<file path="config.mk">
export PLATFORM = sky130hd
export DESIGN_NAME = ccs_core_timing
export DESIGN_NICKNAME = d
export VERILOG_FILES = /design/src/rtl/ccs_pkg.sv /design/src/rtl/ccs_core_timing.sv /design/src/rtl/ccs_tick_div.sv
export SDC_FILE = /design/constraint.sdc
export NUM_CORES = 1
export LEC_CHECK = 0
export BUFFER_PORTS_ARGS = -buffer_cell sky130_fd_sc_hd__buf_2
export CAP_MARGIN = 30
export CORE_MARGIN = 3
export CORE_UTILIZATION = 35
export CTS_CLUSTER_DIAMETER = 100
export DETAILED_ROUTE_END_ITERATION = 6
export PLACE_DENSITY_LB_ADDON = 0.25
export SYNTH_ARGS = -nofsm -noshare
export SYNTH_HDL_FRONTEND = slang
export SYNTH_SLANG_ARGS = --single-unit
</file>
<file path="constraint.sdc">
create_clock -name i_clk -period 2.44 [get_ports i_clk]
set_input_delay 0.244 -clock i_clk [delete_from_list [all_inputs] [get_ports i_clk]]
set_output_delay 0.244 -clock i_clk [all_outputs]
set_load 0.01 [all_outputs]
</file>
<file path="src/rtl/ccs_pkg.sv">
// Constants for the cycle stretch, timing and idle control block
package ccs_pkg;
    localparam logic [7:0] ADDR_POWER_CONTROL = 8'h87;
    localparam logic [7:0] ADDR_CLOCK_STRETCH = 8'h8e;
    localparam int         BIT_IDLE           = 0;
    localparam int         BIT_RSVD1          = 1;
    localparam int         BIT_FLAG_LO        = 2;
    localparam int         BIT_FLAG_HI        = 3;
    localparam int         BIT_BAUD_DOUBLE    = 7;
    localparam logic [7:0] POWER_CONTROL_RESET         = 8'h00;
    localparam logic [2:0] STRETCH_RESET      = 3'h1;
    localparam logic [1:0] PHASE_LAST         = 2'h3;
    localparam logic [1:0] PHASE_SAMPLE       = 2'h2;
    localparam logic [2:0] INSTR_MAX_CYCLES   = 3'h5;
    localparam logic [3:0] XMOVE_BASE_CYCLES  = 4'h2;
    localparam logic [3:0] TIMER_SLOW_CLOCKS  = 4'hc;
    localparam logic [3:0] TIMER_FAST_CLOCKS  = 4'h4;
    localparam int         INT_LINES          = 4;
endpackage : ccs_pkg

</file>
<file path="src/rtl/ccs_core_timing.sv">
// Core cycle phases, instruction sequencing, stretch and power control
`timescale 1ns/1ps
`default_nettype none
module ccs_core_timing (
    // Clock and reset
    input  wire logic                          i_clk,
    input  wire logic                          i_resetn,
    // Special function register port
    input  wire logic [7:0]                    i_sfr_addr,
    input  wire logic                          i_sfr_wr,
    input  wire logic                          i_sfr_rd,
    input  wire logic [7:0]                    i_sfr_wdata,
    output logic      [7:0]                    o_sfr_rdata,
    // Instruction issue
    input  wire logic                          i_instr_valid,
    input  wire logic [2:0]                    i_instr_len,
    input  wire logic                          i_instr_xmove,
    output logic                               o_instr_ready,
    // Interrupt levels
    input  wire logic [ccs_pkg::INT_LINES-1:0] i_int_level,
    input  wire logic [ccs_pkg::INT_LINES-1:0] i_int_enable,
    output logic      [ccs_pkg::INT_LINES-1:0] o_int_sampled,
    // Timing outputs
    output logic      [3:0]                    o_phase,
    output logic                               o_fetch_done,
    output logic                               o_exec,
    output logic                               o_write,
    output logic                               o_xmove_busy,
    // Power control and timer
    input  wire logic                          i_timer_fast,
    output logic                               o_timer_tick,
    output logic                               o_idle,
    output logic                               o_baud_double
);
    import ccs_pkg::*;

    logic [1:0] phase_q;
    logic [3:0] left_q;
    logic       stage1_q;
    logic       stage2_q;
    logic       xm_q;
    logic [7:0] power_control_q;
    logic [2:0] stretch_q;

    function automatic logic [3:0] instr_cycles(input logic xm,
                                                input logic [2:0] len,
                                                input logic [2:0] st);
        if (xm)
            instr_cycles = XMOVE_BASE_CYCLES + {1'b0, st};
        else if (len == 3'h0)
            instr_cycles = 4'h1;
        else if (len > INSTR_MAX_CYCLES)
            instr_cycles = {1'b0, INSTR_MAX_CYCLES};
        else
            instr_cycles = {1'b0, len};
    endfunction : instr_cycles

    wire       wr_power_control  = i_sfr_wr && (i_sfr_addr == ADDR_POWER_CONTROL);
    wire       wr_strch = i_sfr_wr && (i_sfr_addr == ADDR_CLOCK_STRETCH);
    wire       wake     = |(i_int_level & i_int_enable);
    wire       idle     = power_control_q[BIT_IDLE];
    wire       adv      = !idle;
    wire       bound    = adv && (phase_q == PHASE_LAST);
    wire       finish   = bound && (left_q == 4'h1);
    wire       can_take = (left_q == 4'h0) || (left_q == 4'h1);
    wire       take     = bound && can_take && i_instr_valid;
    wire [3:0] new_len  = instr_cycles(i_instr_xmove, i_instr_len, stretch_q);
    wire [3:0] left_d   = take ? new_len
                        : (bound && left_q != 4'h0) ? left_q - 4'h1
                        : left_q;
    wire [7:0] power_control_wr  = i_sfr_wdata & 8'h8f;
    wire [7:0] power_control_d   = wr_power_control ? power_control_wr : power_control_q;
    wire [7:0] power_control_n   = (idle && wake) ? (power_control_d & 8'hfe) : power_control_d;
    wire [7:0] rd_mux   = (i_sfr_addr == ADDR_POWER_CONTROL) ? power_control_q
                        : (i_sfr_addr == ADDR_CLOCK_STRETCH)
                          ? {5'h00, stretch_q} : 8'h00;

    always_ff @(posedge i_clk or negedge i_resetn) begin
        if (!i_resetn) begin
            phase_q <= 2'h0;
            o_phase <= 4'h1;
        end else if (adv) begin
            phase_q <= phase_q + 2'h1;
            o_phase <= {o_phase[2:0], o_phase[3]};
        end
    end

    always_ff @(posedge i_clk or negedge i_resetn) begin
        if (!i_resetn) begin
            left_q        <= 4'h0;
            xm_q          <= 1'b0;
            o_instr_ready <= 1'b1;
            o_fetch_done  <= 1'b0;
        end else begin
            left_q        <= left_d;
            xm_q          <= take ? i_instr_xmove
                           : (left_d == 4'h0) ? 1'b0 : xm_q;
            o_instr_ready <= (left_d <= 4'h1);
            o_fetch_done  <= finish;
        end
    end

    always_ff @(posedge i_clk or negedge i_resetn) begin
        if (!i_resetn) begin
            stage1_q <= 1'b0;
            stage2_q <= 1'b0;
            o_exec   <= 1'b0;
            o_write  <= 1'b0;
        end else begin
            if (bound) begin
                stage1_q <= finish;
                stage2_q <= stage1_q;
            end
            o_exec  <= bound && stage1_q;
            o_write <= bound && stage2_q;
        end
    end

    always_ff @(posedge i_clk or negedge i_resetn) begin
        if (!i_resetn)
            o_int_sampled <= '0;
        else if (adv && phase_q == PHASE_SAMPLE)
            o_int_sampled <= i_int_level;
    end

    always_ff @(posedge i_clk or negedge i_resetn) begin
        if (!i_resetn) begin
            power_control_q        <= POWER_CONTROL_RESET;
            stretch_q     <= STRETCH_RESET;
            o_idle        <= 1'b0;
            o_baud_double <= 1'b0;
            o_sfr_rdata   <= 8'h00;
            o_xmove_busy  <= 1'b0;
        end else begin
            power_control_q        <= power_control_n;
            if (wr_strch)
                stretch_q <= i_sfr_wdata[2:0];
            o_idle        <= power_control_n[BIT_IDLE];
            o_baud_double <= power_control_n[BIT_BAUD_DOUBLE];
            if (i_sfr_rd)
                o_sfr_rdata <= rd_mux;
            o_xmove_busy  <= (left_d != 4'h0) &&
                             (take ? i_instr_xmove : xm_q);
        end
    end

    ccs_tick_div u_tick (
        .i_clk    (i_clk),
        .i_resetn (i_resetn),
        .i_fast   (i_timer_fast),
        .o_tick   (o_timer_tick)
    );
endmodule : ccs_core_timing
`default_nettype wire

</file>
<file path="src/rtl/ccs_tick_div.sv">
// Timer increment rate divider
`timescale 1ns/1ps
`default_nettype none
module ccs_tick_div (
    // Clock and reset
    input  wire logic i_clk,
    input  wire logic i_resetn,
    // Control
    input  wire logic i_fast,
    // Tick
    output logic      o_tick
);
    import ccs_pkg::*;
    logic [3:0] cnt_q;
    wire  [3:0] period = i_fast ? TIMER_FAST_CLOCKS : TIMER_SLOW_CLOCKS;
    wire        wrap   = (cnt_q >= period - 4'h1);

    always_ff @(posedge i_clk or negedge i_resetn) begin
        if (!i_resetn) begin
            cnt_q  <= 4'h0;
            o_tick <= 1'b0;
        end else begin
            cnt_q  <= wrap ? 4'h0 : cnt_q + 4'h1;
            o_tick <= wrap;
        end
    end
endmodule : ccs_tick_div
`default_nettype wire

</file>
# After elaboration in Yosys (flattened, before gate mapping)
# Index checks and enable logic that the tools add are counted.
[classes]
add_sub_neg = 5
n_lt_le_gt_ge = 3
eq_ne = 5
mux = 14
n_bitwise = 1
n_reduce_logical = 21
[op_table]
columns = ["cell", "n"]
rows = [
  ["$mux 4", 6],
  ["$eq 8x8->1 const B", 2],
  ["$mux 8", 2],
  ["$logic_and 1x1->1", 12],
  ["$logic_not 4->1", 2],
  ["$reduce_bool 4->1", 2],
  ["$sub 4x1->4 const B", 2],
  ["$mux 3", 2],
  ["$add 2x3->4 const A", 1],
  ["$add 4x1->4 const B", 1],
  ["$and 4x4->4", 1],
  ["$eq 2x2->1 const B", 2],
  ["$eq 4x1->1 const B", 1],
  ["$ge 4x4->1", 1],
  ["$le 4x1->1 const B", 1],
  ["$mux 1", 4],
  ["$reduce_or 4->1", 1],
  ["$gt 3x3->1 const B", 1],
  ["$logic_not 3->1", 1],
  ["$add 2x1->2 const B", 1],
  ["$reduce_bool 2->1", 1],
  ["$logic_not 1->1", 1],
  ["$logic_or 1x1->1", 1],
]
[totals]
reg_bits = 48
inputBits = 34
out_inout_bits = 24

# Longest topological paths before layout
# Gate-level depths: netlist (run 1).
[depth]
ltp_word = 8
ltp_mapped = 7

# Cells and area by module
# Synthesis (run 1) repeated with hierarchy kept, for this count alone.
[unflattened]
hier_cells = 158
hier_area_um2 = 1903.1
[modules_own_cells]
columns = ["module", "n_inst", "cells_per_inst", "area_per_inst_um2"]
rows = [
  ["ccs_core_timing", 1, 141, 1670.4],
  ["ccs_tick_div", 1, 17, 232.7],
]

# Worst setup path before layout (run 1)
# OpenSTA, ideal clock, no wires.
[synth_path]
kind = "register to register"
from = "register left_q[0]"
to = "register xm_q"
arrival_time_ns = 1.716
required_ns = 2.304
setup_slack_ns = 0.588
stages_incl_launch_ff = 8
cell_sequence = "dfrtp_1 -> inv_1 -> ha_1 -> or3b_1 -> a21oi_1 -> o2bb2ai_1 -> nor4_1 -> o21ai_0"
[synth_via]
elab_chain_cells = 7
[synth_rtl]
columns = ["element", "line", "source"]
rows = [
  ["start: declaration", "ccs_core_timing.sv:38", "logic [3:0] left_q;"],
  ["start signal: assignment", "ccs_core_timing.sv:95", "left_q <= left_d;"],
  ["parallel branches: the longest is 4 deep, another holds $sub 4x1->4", "n/a", ""],
  ["$mux 4 (*)", "ccs_core_timing.sv:68", "wire [3:0] left_d = take ? new_len"],
  ["net left_d[1]", "ccs_core_timing.sv:68", ""],
  ["$logic_not 4->1 (*)", "ccs_core_timing.sv:97", ": (left_d == 4'h0) ? 1'b0 : xm_q;"],
  ["$reduce_bool 2->1 (no source line) (*)", "n/a", ""],
  ["end signal: assignment", "ccs_core_timing.sv:96", "xm_q <= take ? i_instr_xmove"],
  ["end: declaration", "ccs_core_timing.sv:41", "logic xm_q;"],
]
# Mark *: on every way through the listed nets, which the timed path passes.
# A chain may end at the register's enable or synchronous reset.

# Worst setup path in the final report (run 1)
# Ends and elaborated chain as after synthesis.

==> results of run 1 <==
worst reg2reg max path, cell delays in order (launching register included):
cell       delay [ns]
dfrtp_1          0.43
inv_1            0.10
ha_1             0.23
or3b_1           0.40
a21oi_1          0.16
o2bb2ai_1        0.11
nor4_1           0.37
o21ai_0          0.14
power by group through the flow:
stage	sequential (mW)	clock, mW	combinational (mW)
5_1_grt	0.984	0.472	0.769
6_report	0.958	0.417	0.672
3_3_place_gp	0.967	0	0.676
2_1_floorplan	0.973	0	0.464
4_1_cts	0.960	0.441	0.688
3_5_place_dp	0.971	0	0.685
how the worst max path moves through the flow:
stage,endpoint,slack (ns),cells past startpoint,start
finish,xm_q,0.37,7,left_q[0]
global route,xm_q,0.18,7,left_q[0]
CTS,xm_q,0.37,7,left_q[0]
detailed placement,xm_q,0.39,7,left_q[0]
global placement,xm_q,0.41,7,left_q[0]
floorplan,xm_q,0.59,7,left_q[0]
logic make-up after synthesis:
kind of cell,count (synthesis)
simple gates,41
flops,40
compound gates,29
mux,18
buf+inv,14
fa+ha+maj,7
xor+xnor,4
other cells,1
flip-flops by register name (all words and copies together), names as in the netlist:
signal and cells:
o_sfr_rdata 5, power_control_q 5, left_q 4, o_int_sampled 4, o_phase 4, u_tick.cnt_q 4, stretch_q 3, phase_q 2
o_exec 1, o_fetch_done 1, o_instr_ready 1, o_write 1, o_xmove_busy 1, stage1_q 1, stage2_q 1, u_tick.o_tick 1
xm_q 1
cells in the mapped netlist, types with 3 or more instances:
library cell	n	share of area, %
o21ai_0	6	1.6
nor3_1	3	0.80
ha_1	7	4.7
dfstp_2	3	4.2
nand2b_1	6	2.0
nand3_1	4	1.1
and2_1	4	1.3
nand2_1	5	1.0
a21oi_1	7	1.9
mux2_2	12	7.2
inv_1	7	1.4
xnor2_1	3	1.4
buf_4	3	1.2
a22oi_1	5	2.0
nor2_1	8	1.6
dfrtp_1	37	49
mux2_4	4	3.2
final cells by class:
class / count / share of cell area (%)
clock buffer: 6 / 3.171
clock inverter: 2 / 0.5467
inverter: 7 / 1.148
multi-input combinational: 102 / 35.43
sequential: 40 / 43.90
tap: 67 / 3.663
timing repair buffer: 54 / 12.14
metrics by stage:
stage	instance area [µm²]	utilization, %
after detailed placement	2203	44.58
after CTS	2288	46.30
after floorplan	1881	-
final	2288	46.30
after global routing	2288	46.30
after global placement	2203	44.58
per-layer routing:
layer  vias up  track usage, %  routed length (µm)
li1        655               -                   -
met1       640           14.77                1491
met2        35           20.20                1668
met3         6           4.875                 233
met4         0           3.608                  46
met5         -               0                   0
==> flow_summary.toml, run 1 <==
[sta]
hold_violations = 0
layout_setup_ws_ns = 0.3660
slew_violations = 0
timing.hold.ws_ns = 0.05643
timing.fmax_ghz = 0.4822
tns_ns = 0
tightest_slew_ns = 0.8468
worst_slew_margin_rel_pct = 43.55
fin_crit_sh_pct = 85.00
rsz0062_at_grt = "no"
finalSetupViolCount = 0
post-route-min-period_ns = 2.074
finClkSkew_ns = 0.006878

[grt]
grt_use_total_pct = 12.26
grt_pass1_wl_um = 6016
antenna_found_initial = 0
grt_overflow = 0
grt_max_degree = 41
grt_pass1_vias = 1370

[synth]
synthArstFlopShare_pct = 100.0
synth_fa_ha_area_share_pct = 4.676
synth_cell_types = 44
synth_compound_area_share_pct = 10.42
synth_top_family_by_area = "simple AND/OR/NAND/NOR gates"
synth_xor_area_share_pct = 1.870
synthMuxAreaShare_pct = 11.49
ys.flop_type = "dfrtp_1"
synth_area_um2 = 1873
ys_seq_area_share_pct = 53.64
yosys.area_share.simple_pct = 14.23
synth-warning-count = 0
synth_edf_count = 0
synth_cells = 154
synth-seq-cells = 40
synth.avg_cell_area_um2 = 12.16

[clock_tree]
clk-insertion-delay-late_ns = 0.29
cts_resized = 0
cts_buffer_depth = 2
numClockSinks = 40
root_buffer = "clkbuf_8"
clk_transition_reported_paths_ns = 0.07
post_cts_buffers = 0
htreeDepth = 2
cts_tree = "done"
cts_buffers = 5
postCtsHoldBufs = 0

[die]
die_x_um = 79.16
io-pin-count = 58
rows = 25
core_area_um2 = 4942
initial_core_util_pct = 37.90
die_h_um = 79.16
die_area_um2 = 6266

[route]
num_vias = 1336
drc = 0
drtPass1Iterations = 4
antenna_left = 0
avgViaCountPerCell = 4.806
drtIter0Drc = 78
routedWlPerCell_um = 12.37
routed_wl_um = 3439

[final_layout]
final_cell_count_no_fill = 278
final_cell_mix = "buf_2 (51), dfrtp_1 (37), mux2_2 (12)"
fin_nets = 251
nFillCells = 485
multi_input_area_um2 = 810.8
drive_gt1_share_pct = 40.76
final_common_cell = "buf_2"
n_antenna_cell = 0
syn2layout_area_growth_pct = 22.18
regArea_um2 = 1005

[setup_path]
r2r_start = "left_q[0]"
r2r-end = "xm_q"
cp_max_fo = 5
cp_top_family = "simple AND/OR/NAND/NOR gates"
cp_slowest_stage_delay_ns = 0.43
ff2ff_path_depth = 7
end_kind = "flip-flop"
start_kind = "flip-flop"
cp_data_arrival_time_ns = 2.23
slowest_stage = "dfrtp_1"
cp_cell_sequence = "inv_1 -> ha_1 -> or3b_1 -> a21oi_1 -> o2bb2ai_1 -> nor4_1 -> o21ai_0"
reg2reg_slack_ns = 0.37
crit_buf_inv = 1
crit_type = "flip-flop to flip-flop"
required_ns = 2.59

[power]
vdd_drop_max_mv = 0.3029
seq_power_share_pct = 46.8
power.density_nw_per_um2 = 894.4
pwr-share-clk_pct = 20.4
power.leakage_nw = 1.172
p_int_mw = 1.364
switching_power_uw = 682.3
combPwrFrac_pct = 32.8
finalPower_mw = 2.047
swShare_pct = 33.33

[place]
port_buffers = 51
dp_hpwl_um = 2624
post-place-ws_ns = 0.3893
place_congestion = 0.7298
dpl.cell_count = 270

[hold_path]
min_path_type = "input pin to async pin"

[flow_run]
drv_cap = 0

[outcome]
outcome = "finished clean"
No activity file was read; power rests on OpenSTA's default activity.
==> inputs of run 2 (changes only) <==
Clock period 2.44 ns to 1.7 ns, I/O delays scaled along.
==> run 2 against run 1 <==
Compared with the run above: the run now ends with setup timing left; fmax grew 17%; setup slack lost 0.43 ns; sequential cell count is the same; power grew 78%; register-to-register slack lost 0.43 ns; combinational power grew 120%; global-route usage grew 1.1 points; final area grew 12%; largest cell class unchanged; highest routed layer unchanged.
==> flow_summary.toml, run 2 (synthesized netlist as in run 1, its figures left out) <==
[power]
switching_power_mw = 1.174
pwr-share-clk_pct = 22.6
combPwrFrac_pct = 40.3
p_int_mw = 2.465
power.density_nw_per_um2 = 1417
power.leakage_nw = 1.315
vdd_drop_max_mv = 0.5411
swShare_pct = 32.26
seq_power_share_pct = 37.1

[clock_tree]
cts_buffers = 5
numClockSinks = 40
cts_buffer_depth = 2
root_buffer = "clkbuf_8"
htreeDepth = 2
clk-insertion-delay-late_ns = 0.30
clk_transition_reported_paths_ns = 0.08
cts_tree = "done"

[route]
drtPass1Iterations = 4
routedWlPerCell_um = 12.64
antenna_left = 0
routed_wl_um = 3778
drtIter0Drc = 66
drc = 0
avgViaCountPerCell = 4.736
num_vias = 1416

[place]
dp_hpwl_um = 2850
placed_cell_area_um2 = 2364
place_congestion = 0.7692
port_buffers = 51

[sta]
hold_violations = 0
layout_setup_ws_ns = -0.06876
timing.hold.ws_ns = 0.09714
timing.fmax_ghz = 0.5654
rsz0062_at_grt = "yes"
slew_violations = 0
post-route-min-period_ns = 1.769
finalSetupViolCount = 3
finClkSkew_ns = 0.007231
fin_crit_sh_pct = 104.0

[final_layout]
final_cell_mix = "buf_2 (51), dfrtp_1 (37), buf_4 (23)"
final_common_cell = "buf_2"
multi_input_area_um2 = 893.4
syn2layout_area_growth_pct = 37.07
regArea_um2 = 1005
nFillCells = 468
drive_gt1_share_pct = 52.59
largestRegisters = "o_sfr_rdata x5, power_control_q x5"
n_antenna_cell = 0
fin_nets = 272
stdcell_area_um2 = 2567

[outcome]
outcome = "finished, violations left"
violations = "setup timing"

[setup_path]
crit_type = "flip-flop to flip-flop"
cp_max_fo = 3
end_kind = "flip-flop"
reg2reg_slack_ns = -0.07
required_ns = 1.88
start_kind = "flip-flop"
cp_data_arrival_time_ns = 1.95

[die]
die_area_um2 = 6266
initial_core_util_pct = 37.90
die_h_um = 79.16
die_x_um = 79.16
io-pin-count = 58
rows = 25
core_area_um2 = 4942

[grt]
grt_overflow = 0
grt_max_degree = 41
antenna_found_initial = 0
grt_pass1_wl_um = 6451
grt_pass1_vias = 1365
grt_use_total_pct = 13.34

[hold_path]
min_path_type = "input pin to flip-flop"

[flow_run]
drv_cap = 0
run 2: worst paths after layout:
| path | endpoint | cells past startpoint | start |
|---|---|---|---|
| max | xm_q | 7 | left_q[0] |
| min | power_control_q[3] | 2 | i_sfr_wdata[3] |
| max reg2reg | xm_q | 7 | left_q[0] |
| min reg2reg | u_tick.cnt_q[0] | 1 | u_tick.cnt_q[0] |
| max in group asynchronous | o_instr_ready | 3 | i_resetn |
| min in group asynchronous | o_exec | 3 | i_resetn |
run 2: worst max-delay path, stage by stage (launching register included):
cell and delay, ns:
dfrtp_1 0.41, inv_2 0.08, ha_4 0.14, or3b_4 0.39, a21oi_2 0.14, o2bb2ai_2 0.09
nor4_2 0.32, o21ai_1 0.08
run 2: power by group through the flow:
stage | combinational, mW | sequential, mW | clock (mW)
after floorplan | 0.774 | 1.40 | 0
after global placement | 1.30 | 1.36 | 0
after detailed placement | 1.32 | 1.37 | 0
after CTS | 1.33 | 1.36 | 0.846
after global routing | 1.64 | 1.38 | 0.888
final | 1.47 | 1.35 | 0.822
run 2: area by class of cell:
type                    count  area share [%]
flip-flops and latches     40           39.13
repair buffers             75           17.06
inverters                   7           1.023
multi-input cells         102           34.80
clock buffers               6           3.216
well taps                  67           3.265
clock inverters             2           1.511
run 2: layer usage:
layer / GRT usage, % / routed length [µm] / vias to the layer above
li1: - / - / 703
met1: 18.35 / 1800 / 669
met2: 19.78 / 1704 / 38
met3: 4.195 / 214 / 6
met4: 4.639 / 58 / 0
met5: 0 / 0 / -
run 2: per-stage QoR:
step                      std cells  util, %  setup WS (ns)   TNS, ns  total power [mW]
after global placement          285    47.82       -0.08357   -0.1232             2.667
after floorplan                 156        -        0.01545         0             2.177
after global routing            299    51.95        -0.1553   -0.4011             3.910
after detailed placement        285    47.82        -0.1215   -0.2122             2.690
final                           299    51.95       -0.06876   -0.1363             3.639
after CTS                       294    50.61       -0.06304  -0.09124             3.531
run 2: repair_timing:
item                                    in CTS  in global routing
hold buffers                                 1                  0
hold endpoints to repair                    37                  0
endpoints found under the setup margin       3                  3
pin swaps                                    0                  4
resized for setup                            2                  7
buffers inserted                             0                  5
==> inputs of run 3 (changes only) <==
Settings changed: BUFFER_PORTS_ARGS -buffer_cell sky130_fd_sc_hd__buf_2 to default, DONT_BUFFER_PORTS from default to 1.
Clock period 1.7 ns to 2.12 ns, I/O delays scaled along.
==> run 3 against run 2 <==
Compared with the run above: largest cell class unchanged; via count fell by 14%; global-route usage fell by 0.49 points; critical path depth did not move; sequential share of layout area rose by 7.8 points; clock skew fell by 0.0032 ns; non-clock buffer count fell by 66; setup slack improved by 0.27 ns; the run now ends clean; power fell by 32%.
==> flow_summary.toml, run 3 (synthesized netlist as in run 1, its figures left out) <==
[outcome]
outcome = "finished clean"

[setup_path]
r2r-end = "xm_q"
cp_data_arrival_time_ns = 2.09
reg2reg_slack_ns = 0.20
crit_type = "flip-flop to flip-flop"
required_ns = 2.29
r2r_start = "left_q[1]"
end_kind = "flip-flop"
cp_max_fo = 5
start_kind = "flip-flop"
ff2ff_path_depth = 7

[final_layout]
syn2layout_area_growth_pct = 14.23
fin_nets = 206
n_antenna_cell = 0
final_core_util_pct = 43.29
final_common_cell = "dfrtp_1"
final_cell_mix = "dfrtp_1 (37), mux2_2 (12), nor2_1 (8)"
drive_gt1_share_pct = 26.51
largestRegisters = "o_sfr_rdata x5, power_control_q x5"
final_cell_count_no_fill = 233

[place]
dp_hpwl_um = 2790
port_buffers = 0
post-place-ws_ns = 0.08393
dpl.cell_count = 220
place_congestion = 0.7925

[die]
rows = 25
core_area_um2 = 4942
die_h_um = 79.16
die_area_um2 = 6266
initial_core_util_pct = 37.90
io-pin-count = 58
die_x_um = 79.16

[route]
drtPass1Iterations = 4
drc = 0
drtIter0Drc = 101
antenna_left = 0
num_vias = 1217
avgViaCountPerCell = 5.223
routedWlPerCell_um = 15.81
routed_wl_um = 3683

[sta]
timing.fmax_ghz = 0.5204
tns_ns = 0
post-route-min-period_ns = 1.922
fin_crit_sh_pct = 90.64
finalSetupViolCount = 0
hold_violations = 0
slew_violations = 0
finClkSkew_ns = 0.004077
layout_setup_ws_ns = 0.1985
rsz0062_at_grt = "no"

[clock_tree]
root_buffer = "clkbuf_8"
cts_buffer_depth = 2
clk-insertion-delay-late_ns = 0.29
cts_buffers = 5
cts_tree = "done"
numClockSinks = 40
htreeDepth = 2
clk_transition_reported_paths_ns = 0.08

[power]
power.leakage_nw = 0.9964
vdd_drop_max_mv = 0.5062
finalPower_mw = 2.463
pwr-share-clk_pct = 24.7
p_int_mw = 1.654
combPwrFrac_pct = 28.1
switching_power_uw = 809.9
swShare_pct = 32.88
seq_power_share_pct = 47.3
power.density_nw_per_um2 = 1151

[grt]
grt_overflow = 0
antenna_found_initial = 0
grt_pass1_wl_um = 6341
grt_use_total_pct = 12.84
grt_pass1_vias = 1314
grt_max_degree = 41

[hold_path]
holdPathEnd = "o_sfr_rdata[7]"
worstHoldStart = "i_sfr_rd"
min_path_type = "input pin to flip-flop"
worstHoldPathCells = 1

[flow_run]
drv_cap = 0
-- run 3: power by group through the flow --
stage | Combinational [mW] | Sequential [mW] | Clock, mW
detailed placement | 0.612 | 1.19 | 0
global placement | 0.581 | 1.17 | 0
CTS | 0.639 | 1.17 | 0.634
global route | 0.794 | 1.19 | 0.667
floorplan | 0.535 | 1.12 | 0
finish | 0.691 | 1.16 | 0.608
-- run 3: area by class of cell --
| cell class | count | area (µm²) |
|---|---|---|
| clock buffers | 5 | 68.82 |
| clock inverters | 3 | 42.54 |
| repair buffers | 9 | 85.08 |
| fillers | 482 | 2803 |
| flip-flops and latches | 40 | 1005 |
| inverters | 7 | 26.28 |
| multi-input cells | 102 | 828.3 |
| well taps | 67 | 83.83 |
-- run 3: repair_timing --
item	CTS	global route
hold buffers	3	0
resized for setup	0	5
setup endpoints to repair	0	2
buffers inserted	0	2
hold endpoints to repair	43	0
-- run 3: how the worst max path moves through the flow --
stage | to | slack (ns) | start | cells after the start
floorplan | xm_q | 0.27 | left_q[0] | 7
global placement | xm_q | 0.10 | left_q[0] | 7
detailed placement | xm_q | 0.08 | phase_q[0] | 6
CTS | xm_q | 0.06 | phase_q[0] | 6
global route | xm_q | 0.01 | left_q[1] | 7
finish | xm_q | 0.20 | left_q[1] | 7
-- run 3: per-layer routing --
layer / routed length, µm / track usage [%] / share of wire (%) / vias to the layer above
met5: 0 / 0 / 0 / -
met4: 41 / 4.811 / 1.1 / 0
met3: 257 / 4.762 / 7.0 / 3
met2: 1930 / 22.56 / 52 / 37
met1: 1454 / 14.05 / 39 / 612
li1: - / - / - / 565
-- run 3: worst max-delay path, stage by stage (launching register included) --
cell and delay [ns]:
dfrtp_1 0.43, inv_1 0.10, ha_2 0.22, or3b_1 0.39, o21ai_0 0.17, a221oi_1 0.12, nor4_2 0.28, o21ai_1 0.11
-- run 3: per-stage QoR --
step	instance area [µm²]	hold WS, ns
finish	2140	0.02622
global route	2140	0.02266
CTS	2107	0.01207
detailed placement	1956	-0.08222
global placement	1956	-0.08247
floorplan	1881	-0.08359
